## config.mk

```make
export PLATFORM = sky130hd
export DESIGN_NAME = rdt_timer
export DESIGN_NICKNAME = d
export VERILOG_FILES = /design/src/logic/rdt_divider.v /design/src/logic/rdt_timer.v
export VERILOG_INCLUDE_DIRS = /design/src /design/src/logic
export SDC_FILE = /design/constraint.sdc
export NUM_CORES = 1
export LEC_CHECK = 0
export ABC_AREA = 0
export ABC_CLOCK_PERIOD_IN_PS = 4160
export BUFFER_PORTS_ARGS = -buffer_cell sky130_fd_sc_hd__buf_2
export CAP_MARGIN = 20
export CORE_ASPECT_RATIO = 0.7
export CORE_MARGIN = 1.5
export CORE_UTILIZATION = 40
export CTS_CLUSTER_SIZE = 16
export DETAILED_ROUTE_END_ITERATION = 8
export SYNTH_ARGS = -nofsm -noshare
export SYNTH_HDL_FRONTEND = slang
export SYNTH_SLANG_ARGS = --single-unit
export TNS_END_PERCENT = 30
```

## constraint.sdc

```tcl
create_clock -name core_clk_i -period 4.16 [get_ports core_clk_i]
set_clock_uncertainty 0.15 [all_clocks]
set_input_delay 0.624 -clock core_clk_i [delete_from_list [all_inputs] [get_ports core_clk_i]]
set_output_delay 0.624 -clock core_clk_i [all_outputs]
set_load 0.005 [all_outputs]
```

## src/logic/rdt_consts.vh

```
`ifndef RDT_CONSTS_VH
`define RDT_CONSTS_VH
// Register word addresses (word index, one per 32-bit register)
`define RDT_ADDR_W 4
`define RDT_OFF_COUNT 4'h0
`define RDT_OFF_RUN 4'h1
`define RDT_OFF_MODE 4'h2
`define RDT_OFF_PRESC 4'h3
`define RDT_OFF_STAT 4'h4
`define RDT_OFF_MASK 4'h5
// Mode register fields
`define RDT_MODE_LO 0
`define RDT_MODE_HI 1
`define RDT_MODE_PULSE 2
`define RDT_MODE_GATE 3
`define RDT_MODE_GPOL 4
`define RDT_MODE_SRC_LO 6
`define RDT_MODE_SRC_HI 7
`define RDT_MODE_W 8
`define RDT_MODE_TIMER 2'h0
// Count source select codes
`define RDT_SRC_UNDIV 2'h0
`define RDT_SRC_DIV8 2'h1
`define RDT_SRC_PROG 2'h2
`define RDT_SRC_SUB 2'h3
// Reset values and divider constants
`define RDT_RST_COUNT 16'hFFFF
`define RDT_RST_MODE 8'h00
`define RDT_RST_PRESC 8'h00
`define RDT_DIV8_LAST 3'h7
`define RDT_SUB_DIV 10'h1F3
`define RDT_SUB_LAST 5'h1F
`endif

```

## src/logic/rdt_divider.v

```verilog
`timescale 1ns/1ps
`include "rdt_consts.vh"
// Free-running divider giving a one-cycle enable each LAST+1 input pulses
module rdt_divider #(
	parameter W = 8
) (
	input wire core_clk_i,
	input wire arst_n_i,
	input wire en_i,
	input wire [W-1:0] last_i,
	output reg tick_o
);
	reg [W-1:0] cnt_q;

	// Count enable pulses, wrap at last value
	always @(posedge core_clk_i or negedge arst_n_i) begin
		if (!arst_n_i) begin
			cnt_q <= {W{1'b0}};
			tick_o <= 1'b0;
		end else begin
			tick_o <= 1'b0;
			if (en_i) begin
				if (cnt_q >= last_i) begin
					cnt_q <= {W{1'b0}};
					tick_o <= 1'b1;
				end else begin
					cnt_q <= cnt_q + {{(W-1){1'b0}}, 1'b1};
				end
			end
		end
	end
endmodule

```

## src/logic/rdt_timer.v

```verilog
// Design decisions made here: register access over Avalon-MM and the placing of the registers.
`timescale 1ns/1ps
`include "rdt_consts.vh"
// Behaviour
// [RQ1] Four selectable internal count sources
// [RQ2] Decrement per source pulse, reload on underflow
// [RQ3] Underflow rate is source over n+1
// [RQ4] Run bit starts and stops counting
// [RQ5] Interrupt request on every underflow
// [RQ6] Input pin is port or gate
// [RQ7] Output pin is port or pulse
// [RQ8] Count register read returns live counter
// [RQ9] Write while stopped loads reload and counter
// [RQ10] Write while running loads reload only; the counter is also loaded until the first source pulse is counted
// [RQ11] Gate level also qualifies counting
// [RQ12] Pulse output toggles on each underflow
// [RQ13] Pulse output low while run bit clear
// [RQ14] Counter and reload are sixteen bits
// [RQ15] Two-bit mode field selects timer mode
// [RQ16] Gate synchronised, polarity selectable
module rdt_timer (
	input wire core_clk_i,
	input wire arst_n_i,
	input wire [3:0] avs_address_i,
	input wire avs_read_i,
	input wire avs_write_i,
	input wire [31:0] avs_writedata_i,
	input wire [3:0] avs_byteenable_i,
	output reg [31:0] avs_readdata_o,
	output reg avs_waitrequest_o,
	input wire timer_gate_pin_i,
	input wire port_out_i,
	output reg timer_pulse_pin_o,
	output reg gate_port_level_o,
	output reg irq_o
);
	reg [15:0] reload_q;
	reg [15:0] count_q;
	reg run_q;
	reg [`RDT_MODE_W-1:0] mode_q;
	reg [7:0] presc_q;
	reg stat_q;
	reg mask_q;
	reg pulse_q;
	reg started_q;
	reg ack_q;
	reg [2:0] gate_sync_q;
	reg gate_lvl_q;
	reg [9:0] sub_cnt_q;
	reg sub_pre_q;
	reg src_tick;
	wire div8_tick;
	wire prog_tick;
	wire sub_tick;
	wire [1:0] src_sel;
	wire timer_mode;
	wire gate_ok;
	wire counting;
	wire underflow;
	wire bus_req;
	wire wr_acc;
	wire rd_acc;
	wire wr_count;

	assign src_sel = mode_q[`RDT_MODE_SRC_HI:`RDT_MODE_SRC_LO];
	assign timer_mode = (mode_q[`RDT_MODE_HI:`RDT_MODE_LO] == `RDT_MODE_TIMER); // RQ15
	assign bus_req = avs_read_i | avs_write_i;
	// Accept on the second cycle; waitrequest drops for one cycle
	assign wr_acc = avs_write_i & ack_q;
	assign rd_acc = avs_read_i & ack_q;
	assign wr_count = wr_acc && (avs_address_i == `RDT_OFF_COUNT) && (&avs_byteenable_i[1:0]);

	// Fixed divide-by-eight of the core clock
	rdt_divider #(.W(3)) u_div8 (
		.core_clk_i(core_clk_i),
		.arst_n_i(arst_n_i),
		.en_i(1'b1),
		.last_i(`RDT_DIV8_LAST),
		.tick_o(div8_tick)
	);

	// Programmable even divide: 2*(presc+1)
	rdt_divider #(.W(9)) u_div_prog (
		.core_clk_i(core_clk_i),
		.arst_n_i(arst_n_i),
		.en_i(1'b1),
		.last_i({presc_q, 1'b1}),
		.tick_o(prog_tick)
	);

	// Subclock stand-in divided by 32; no real subclock pin in this block
	rdt_divider #(.W(5)) u_div_sub (
		.core_clk_i(core_clk_i),
		.arst_n_i(arst_n_i),
		.en_i(sub_pre_q),
		.last_i(`RDT_SUB_LAST),
		.tick_o(sub_tick)
	);

	// Prescale core clock toward a slow subclock rate
	always @(posedge core_clk_i or negedge arst_n_i) begin
		if (!arst_n_i) begin
			sub_cnt_q <= 10'h000;
			sub_pre_q <= 1'b0;
		end else begin
			sub_pre_q <= (sub_cnt_q == `RDT_SUB_DIV);
			if (sub_cnt_q == `RDT_SUB_DIV)
				sub_cnt_q <= 10'h000;
			else
				sub_cnt_q <= sub_cnt_q + 10'h001;
		end
	end

	// Count source mux
	always @* begin
		case (src_sel)
			`RDT_SRC_UNDIV: src_tick = 1'b1; // RQ1
			`RDT_SRC_DIV8: src_tick = div8_tick; // RQ1
			`RDT_SRC_PROG: src_tick = prog_tick; // RQ1
			`RDT_SRC_SUB: src_tick = sub_tick; // RQ1
			default: src_tick = 1'b0;
		endcase
	end

	// Three-stage gate synchroniser; level changes when stages 2 and 3 agree
	always @(posedge core_clk_i or negedge arst_n_i) begin
		if (!arst_n_i) begin
			gate_sync_q <= 3'h0;
			gate_lvl_q <= 1'b0;
		end else begin
			gate_sync_q <= {gate_sync_q[1:0], timer_gate_pin_i}; // RQ16
			if (gate_sync_q[1] == gate_sync_q[2])
				gate_lvl_q <= gate_sync_q[2]; // RQ16
		end
	end

	// Gate optional; polarity bit set means active low
	assign gate_ok = !mode_q[`RDT_MODE_GATE] ||
		(gate_lvl_q ^ mode_q[`RDT_MODE_GPOL]); // RQ11 RQ16
	assign counting = run_q & timer_mode & gate_ok; // RQ4 RQ11
	assign underflow = counting & src_tick & (count_q == 16'h0000); // RQ3

	// Counter and reload path
	always @(posedge core_clk_i or negedge arst_n_i) begin
		if (!arst_n_i) begin
			reload_q <= `RDT_RST_COUNT;
			count_q <= `RDT_RST_COUNT;
			started_q <= 1'b0;
		end else begin
			if (!run_q)
				started_q <= 1'b0;
			else if (counting && src_tick)
				started_q <= 1'b1;
			if (counting && src_tick) begin
				if (underflow)
					count_q <= reload_q; // RQ2
				else
					count_q <= count_q - 16'h0001; // RQ2 RQ14
			end
			if (wr_count) begin
				reload_q <= avs_writedata_i[15:0]; // RQ10
				if (!started_q && !(counting && src_tick))
					count_q <= avs_writedata_i[15:0]; // RQ9
			end
		end
	end

	// Software registers and bus handshake
	always @(posedge core_clk_i or negedge arst_n_i) begin
		if (!arst_n_i) begin
			run_q <= 1'b0;
			mode_q <= `RDT_RST_MODE;
			presc_q <= `RDT_RST_PRESC;
			mask_q <= 1'b0;
			ack_q <= 1'b0;
			avs_waitrequest_o <= 1'b1;
			avs_readdata_o <= 32'h00000000;
		end else begin
			ack_q <= bus_req & !ack_q;
			avs_waitrequest_o <= !(bus_req & !ack_q);
			if (wr_acc && avs_byteenable_i[0]) begin
				case (avs_address_i)
					`RDT_OFF_RUN: run_q <= avs_writedata_i[0]; // RQ4
					`RDT_OFF_MODE: mode_q <= avs_writedata_i[`RDT_MODE_W-1:0]; // RQ15
					`RDT_OFF_PRESC: presc_q <= avs_writedata_i[7:0];
					`RDT_OFF_MASK: mask_q <= avs_writedata_i[0];
					default: ;
				endcase
			end
			if (bus_req & !ack_q) begin
				case (avs_address_i)
					`RDT_OFF_COUNT: avs_readdata_o <= {16'h0000, count_q}; // RQ8
					`RDT_OFF_RUN: avs_readdata_o <= {31'h00000000, run_q};
					`RDT_OFF_MODE: avs_readdata_o <= {24'h000000, mode_q};
					`RDT_OFF_PRESC: avs_readdata_o <= {24'h000000, presc_q};
					`RDT_OFF_STAT: avs_readdata_o <= {31'h00000000, stat_q};
					`RDT_OFF_MASK: avs_readdata_o <= {31'h00000000, mask_q};
					default: avs_readdata_o <= 32'h00000000;
				endcase
			end
		end
	end

	// Sticky underflow flag; set beats the clear-on-read
	always @(posedge core_clk_i or negedge arst_n_i) begin
		if (!arst_n_i) begin
			stat_q <= 1'b0;
			irq_o <= 1'b0;
		end else begin
			if (underflow)
				stat_q <= 1'b1; // RQ5
			else if (rd_acc && avs_address_i == `RDT_OFF_STAT)
				stat_q <= 1'b0;
			irq_o <= (stat_q | underflow) & mask_q; // RQ5
		end
	end

	// Pulse output and port pin routing
	always @(posedge core_clk_i or negedge arst_n_i) begin
		if (!arst_n_i) begin
			pulse_q <= 1'b0;
			timer_pulse_pin_o <= 1'b0;
			gate_port_level_o <= 1'b0;
		end else begin
			if (!run_q)
				pulse_q <= 1'b0; // RQ13
			else if (underflow)
				pulse_q <= !pulse_q; // RQ12
			if (mode_q[`RDT_MODE_PULSE])
				timer_pulse_pin_o <= run_q & (underflow ? !pulse_q : pulse_q); // RQ7 RQ13
			else
				timer_pulse_pin_o <= port_out_i; // RQ7
			// Pin seen as port data when gating is off
			gate_port_level_o <= mode_q[`RDT_MODE_GATE] ? 1'b0 : gate_lvl_q; // RQ6
		end
	end
endmodule

```

==> results.md <==
* DRC viols at 0
* Drt first pass iters at 4
* Die area at 14200 sq um
* Clock latency on the worst-skew pair at about 350 ps
* Initial Util at around two fifths
* Hold path cells at 0
* Worst stage delay on the critical path at 460 ps
* Hpwl dp at just under 9 mm
* Cts hold-fix bufs at 0
* ANT cells at 0
* CTS tree: done
* Ranking of synthesized cells by instance count: 76 x dfrtp_1, 39 x nand2_1, 34 x nor2_1, 33 x dfstp_2
* Reg2Reg Depth at 8
* Critical Path Stages at 8
* CP Data Required Time at roughly 4300 ps
* RSZ-0062 raised after global routing: no
* Post-Route WL at 12.08 mm
* Avg Cell Area, Syn at around 11 sq um
* H-tree lvl count at 3
* Wirelength per Cell at about 17 microns
* Post-place setup slack at ~1400 ps
* Pleak at ~2.7 nW
* Min cycle time layout at 2782 ps
* Critical path peak fanout at 12
* Vias at ~3900
* CP Class: reg2reg
* Sink Count at ~110
* Fmax at around 0.36 GHz
* Run status: completed
* Row Count at 35
* Initial antenna violation count at 0
* Yosys warnings at 0
* Mapped Cells at 493
* Number of synthesized flops with an enable pin at 0
* Gpl congestion at about 0.84
* Peak VDD IR at about 0.00022 V
* Largest area contributor in the netlist: dfrtp_1
* Worst slew pin tran at 1070 ps
* Height of the die at between 100 and 150 microns
* Vias per inst at 5.375
* First-pass GRT wire length at a little under 20 mm
* CORE AREA at between 10000 and 15000 sq um
* Design area at between 6000 and 7000 sq um
* Top cell type's share of synthesized area at about a third
* Setup bufs post-CTS at 0
* Vias in the first global route at about 3600
* IO buf count at 47
* Total GRT Usage at between 10% and 20%
* Synth async-reset ratio at 100.0%
* Synthesized cell area at 5395 sq um
* Nets at 597
* Die W at 141.8 microns
* Crit path DAT at between 2000 and 3000 ps
* Max cap viols at 0
* Crit-path slowest cell: nor3b_1
* Max-slew headroom at approximately 28%
* Number of DRC markers in iteration 0 at about 290
* Final setup fails at 0
* Root Buffer: clkbuf_16
* Final Hold Viols at 0
* Clk slew on worst S/H paths at approximately 70 ps
* Yosys reg bits at ~110
* Post-DP Area at between 5000 and 6000 sq um
* Layout area overhead at 12.62%
* Total gr overflow at 0
* Layout cells sized above 1 at 26.25%
* Largest net degree at the start of global routing at 68
* Most frequent cell after synthesis: dfrtp_1
* Boundary Pins at just over 80
* Clock buffer depth at 2
* Final ANT Viol Nets at 0
* Largest delay contributor family on the critical path: simple AND/OR/NAND/NOR gates
* Period Utilization, post-route at 66.86%
* Setup tns final at 0 ps
* Post-route worst setup slack at around 1400 ps
* Critical path buffer and inverter count at 2
* Crit. End Element: flop
* Synth Flop Type: dfrtp_1
* Crit path cell chain: inv_1 -> ha_1 -> nor3b_1 -> nand4_1 -> buf_4 -> nor3_1 -> xor2_1 -> a31o_2
* Unique masters post-synth at between 60 and 70
* Worst min-delay path category: reg2reg
* Worst setup SP type: flop
* Post-cts sizing count at 0
* Largest cells by area after synthesis: dfrtp_1 35%, dfstp_2 16%, mux2_2 5.4%
* Post-synthesis sequential area ratio at between 50% and 60%
* Max Slew Vio Count at 0
* CTS Buf Count at 9
* Power Density at ~450 nW/um^2
-- cells in the final DEF, fill, tap and decap left out, types with 15 or more instances in the layout --
master | netlist | routed
a22o_1 | 16 | 16
buf_2 | 5 | 47
conb_1 | 1 | 16
dfrtp_1 | 76 | 76
dfstp_2 | 33 | 33
ha_1 | 15 | 15
inv_1 | 18 | 18
mux2_2 | 26 | 26
mux2i_1 | 20 | 20
nand2_1 | 39 | 39
nor2_1 | 34 | 34
o21ai_0 | 26 | 26
-- layer usage --
metal | GRT usage [%] | share of wire, % | routed length (microns)
met1 | 29.52 | 54 | 6529
met4 | 3.331 | 0.88 | 106
met5 | 0 | 0 | 0
met3 | 4.389 | 5.6 | 671
met2 | 24.24 | 39 | 4770
-- layout make-up --
type,instances,area (sq um)
clock buffers,11,242.7
clock inverters,5,60.06
fillers,1256,7106
inverters,18,67.56
multi-input cells,342,2402
flip-flops and latches,109,2769
well taps,185,231.5
repair buffers,56,302.8
-- where the power goes --
part | leakage (nW) | switching [mW] | total (mW) | internal, mW
clock network | 0.146 | 0.390 | 0.875 | 0.485
registers | 1.31 | 0.177 | 1.42 | 1.24
logic | 1.26 | 0.244 | 0.469 | 0.225
-- cells by family (layout without fill, tap and decap cells) --
family / Yosys count / in the layout / share of synthesized area [%]
buffers and inverters: 57 / 90 / 5.195
AOI/OAI and AO/OA: 96 / 96 / 12.31
muxes: 47 / 47 / 9.555
DFF: 109 / 109 / 51.32
adders and majority gates: 16 / 16 / 3.664
and+or+nand+nor: 149 / 149 / 14.96
xor gates and xnor gates: 18 / 18 / 2.922
other: 1 / 16 / 0.06951
-- through the flow --
step                      total power [mW]  util, %  hold slack [ps]  cells
after floorplan                      1.719        -            178.4    508
after global placement               1.880    43.76            185.0    709
after detailed placement             1.899    43.80            189.4    710
after CTS                            2.788    46.09            207.3    726
after global routing                 2.919    46.09            212.7    726
final                                2.763    46.09            203.5    726
-- worst reg2reg max path, cell delays in order (launching register included) --
cell	delay [ps]
dfstp_2	400
inv_1	150
ha_1	270
nor3b_1	460
nand4_1	150
buf_4	230
nor3_1	440
xor2_1	160
a31o_2	270
-- flip-flops by register name (all words and copies together), names as in the netlist, 3 cells and up --
name / cells
avs_readdata_o: 16
gate_sync_q: 3
count_q: 16
reload_q: 16
u_div_prog.cnt_q: 9
mode_q: 8
presc_q: 8
u_div_sub.cnt_q: 5
u_div8.cnt_q: 3
sub_cnt_q: 10
-- final timing paths --
check,startpoint,endpoint,slack [ps]
worst min register to register,gate_sync_q[0],gate_sync_q[1],200
min in group asynchronous,arst_n_i,irq_o,220
worst max-delay path,count_q[0],timer_pulse_pin_o,1380
worst min-delay path,gate_sync_q[0],gate_sync_q[1],200
worst max register to register,count_q[0],timer_pulse_pin_o,1380
max in group asynchronous,arst_n_i,count_q[7],2750
(Power assumes the default switching activity.)
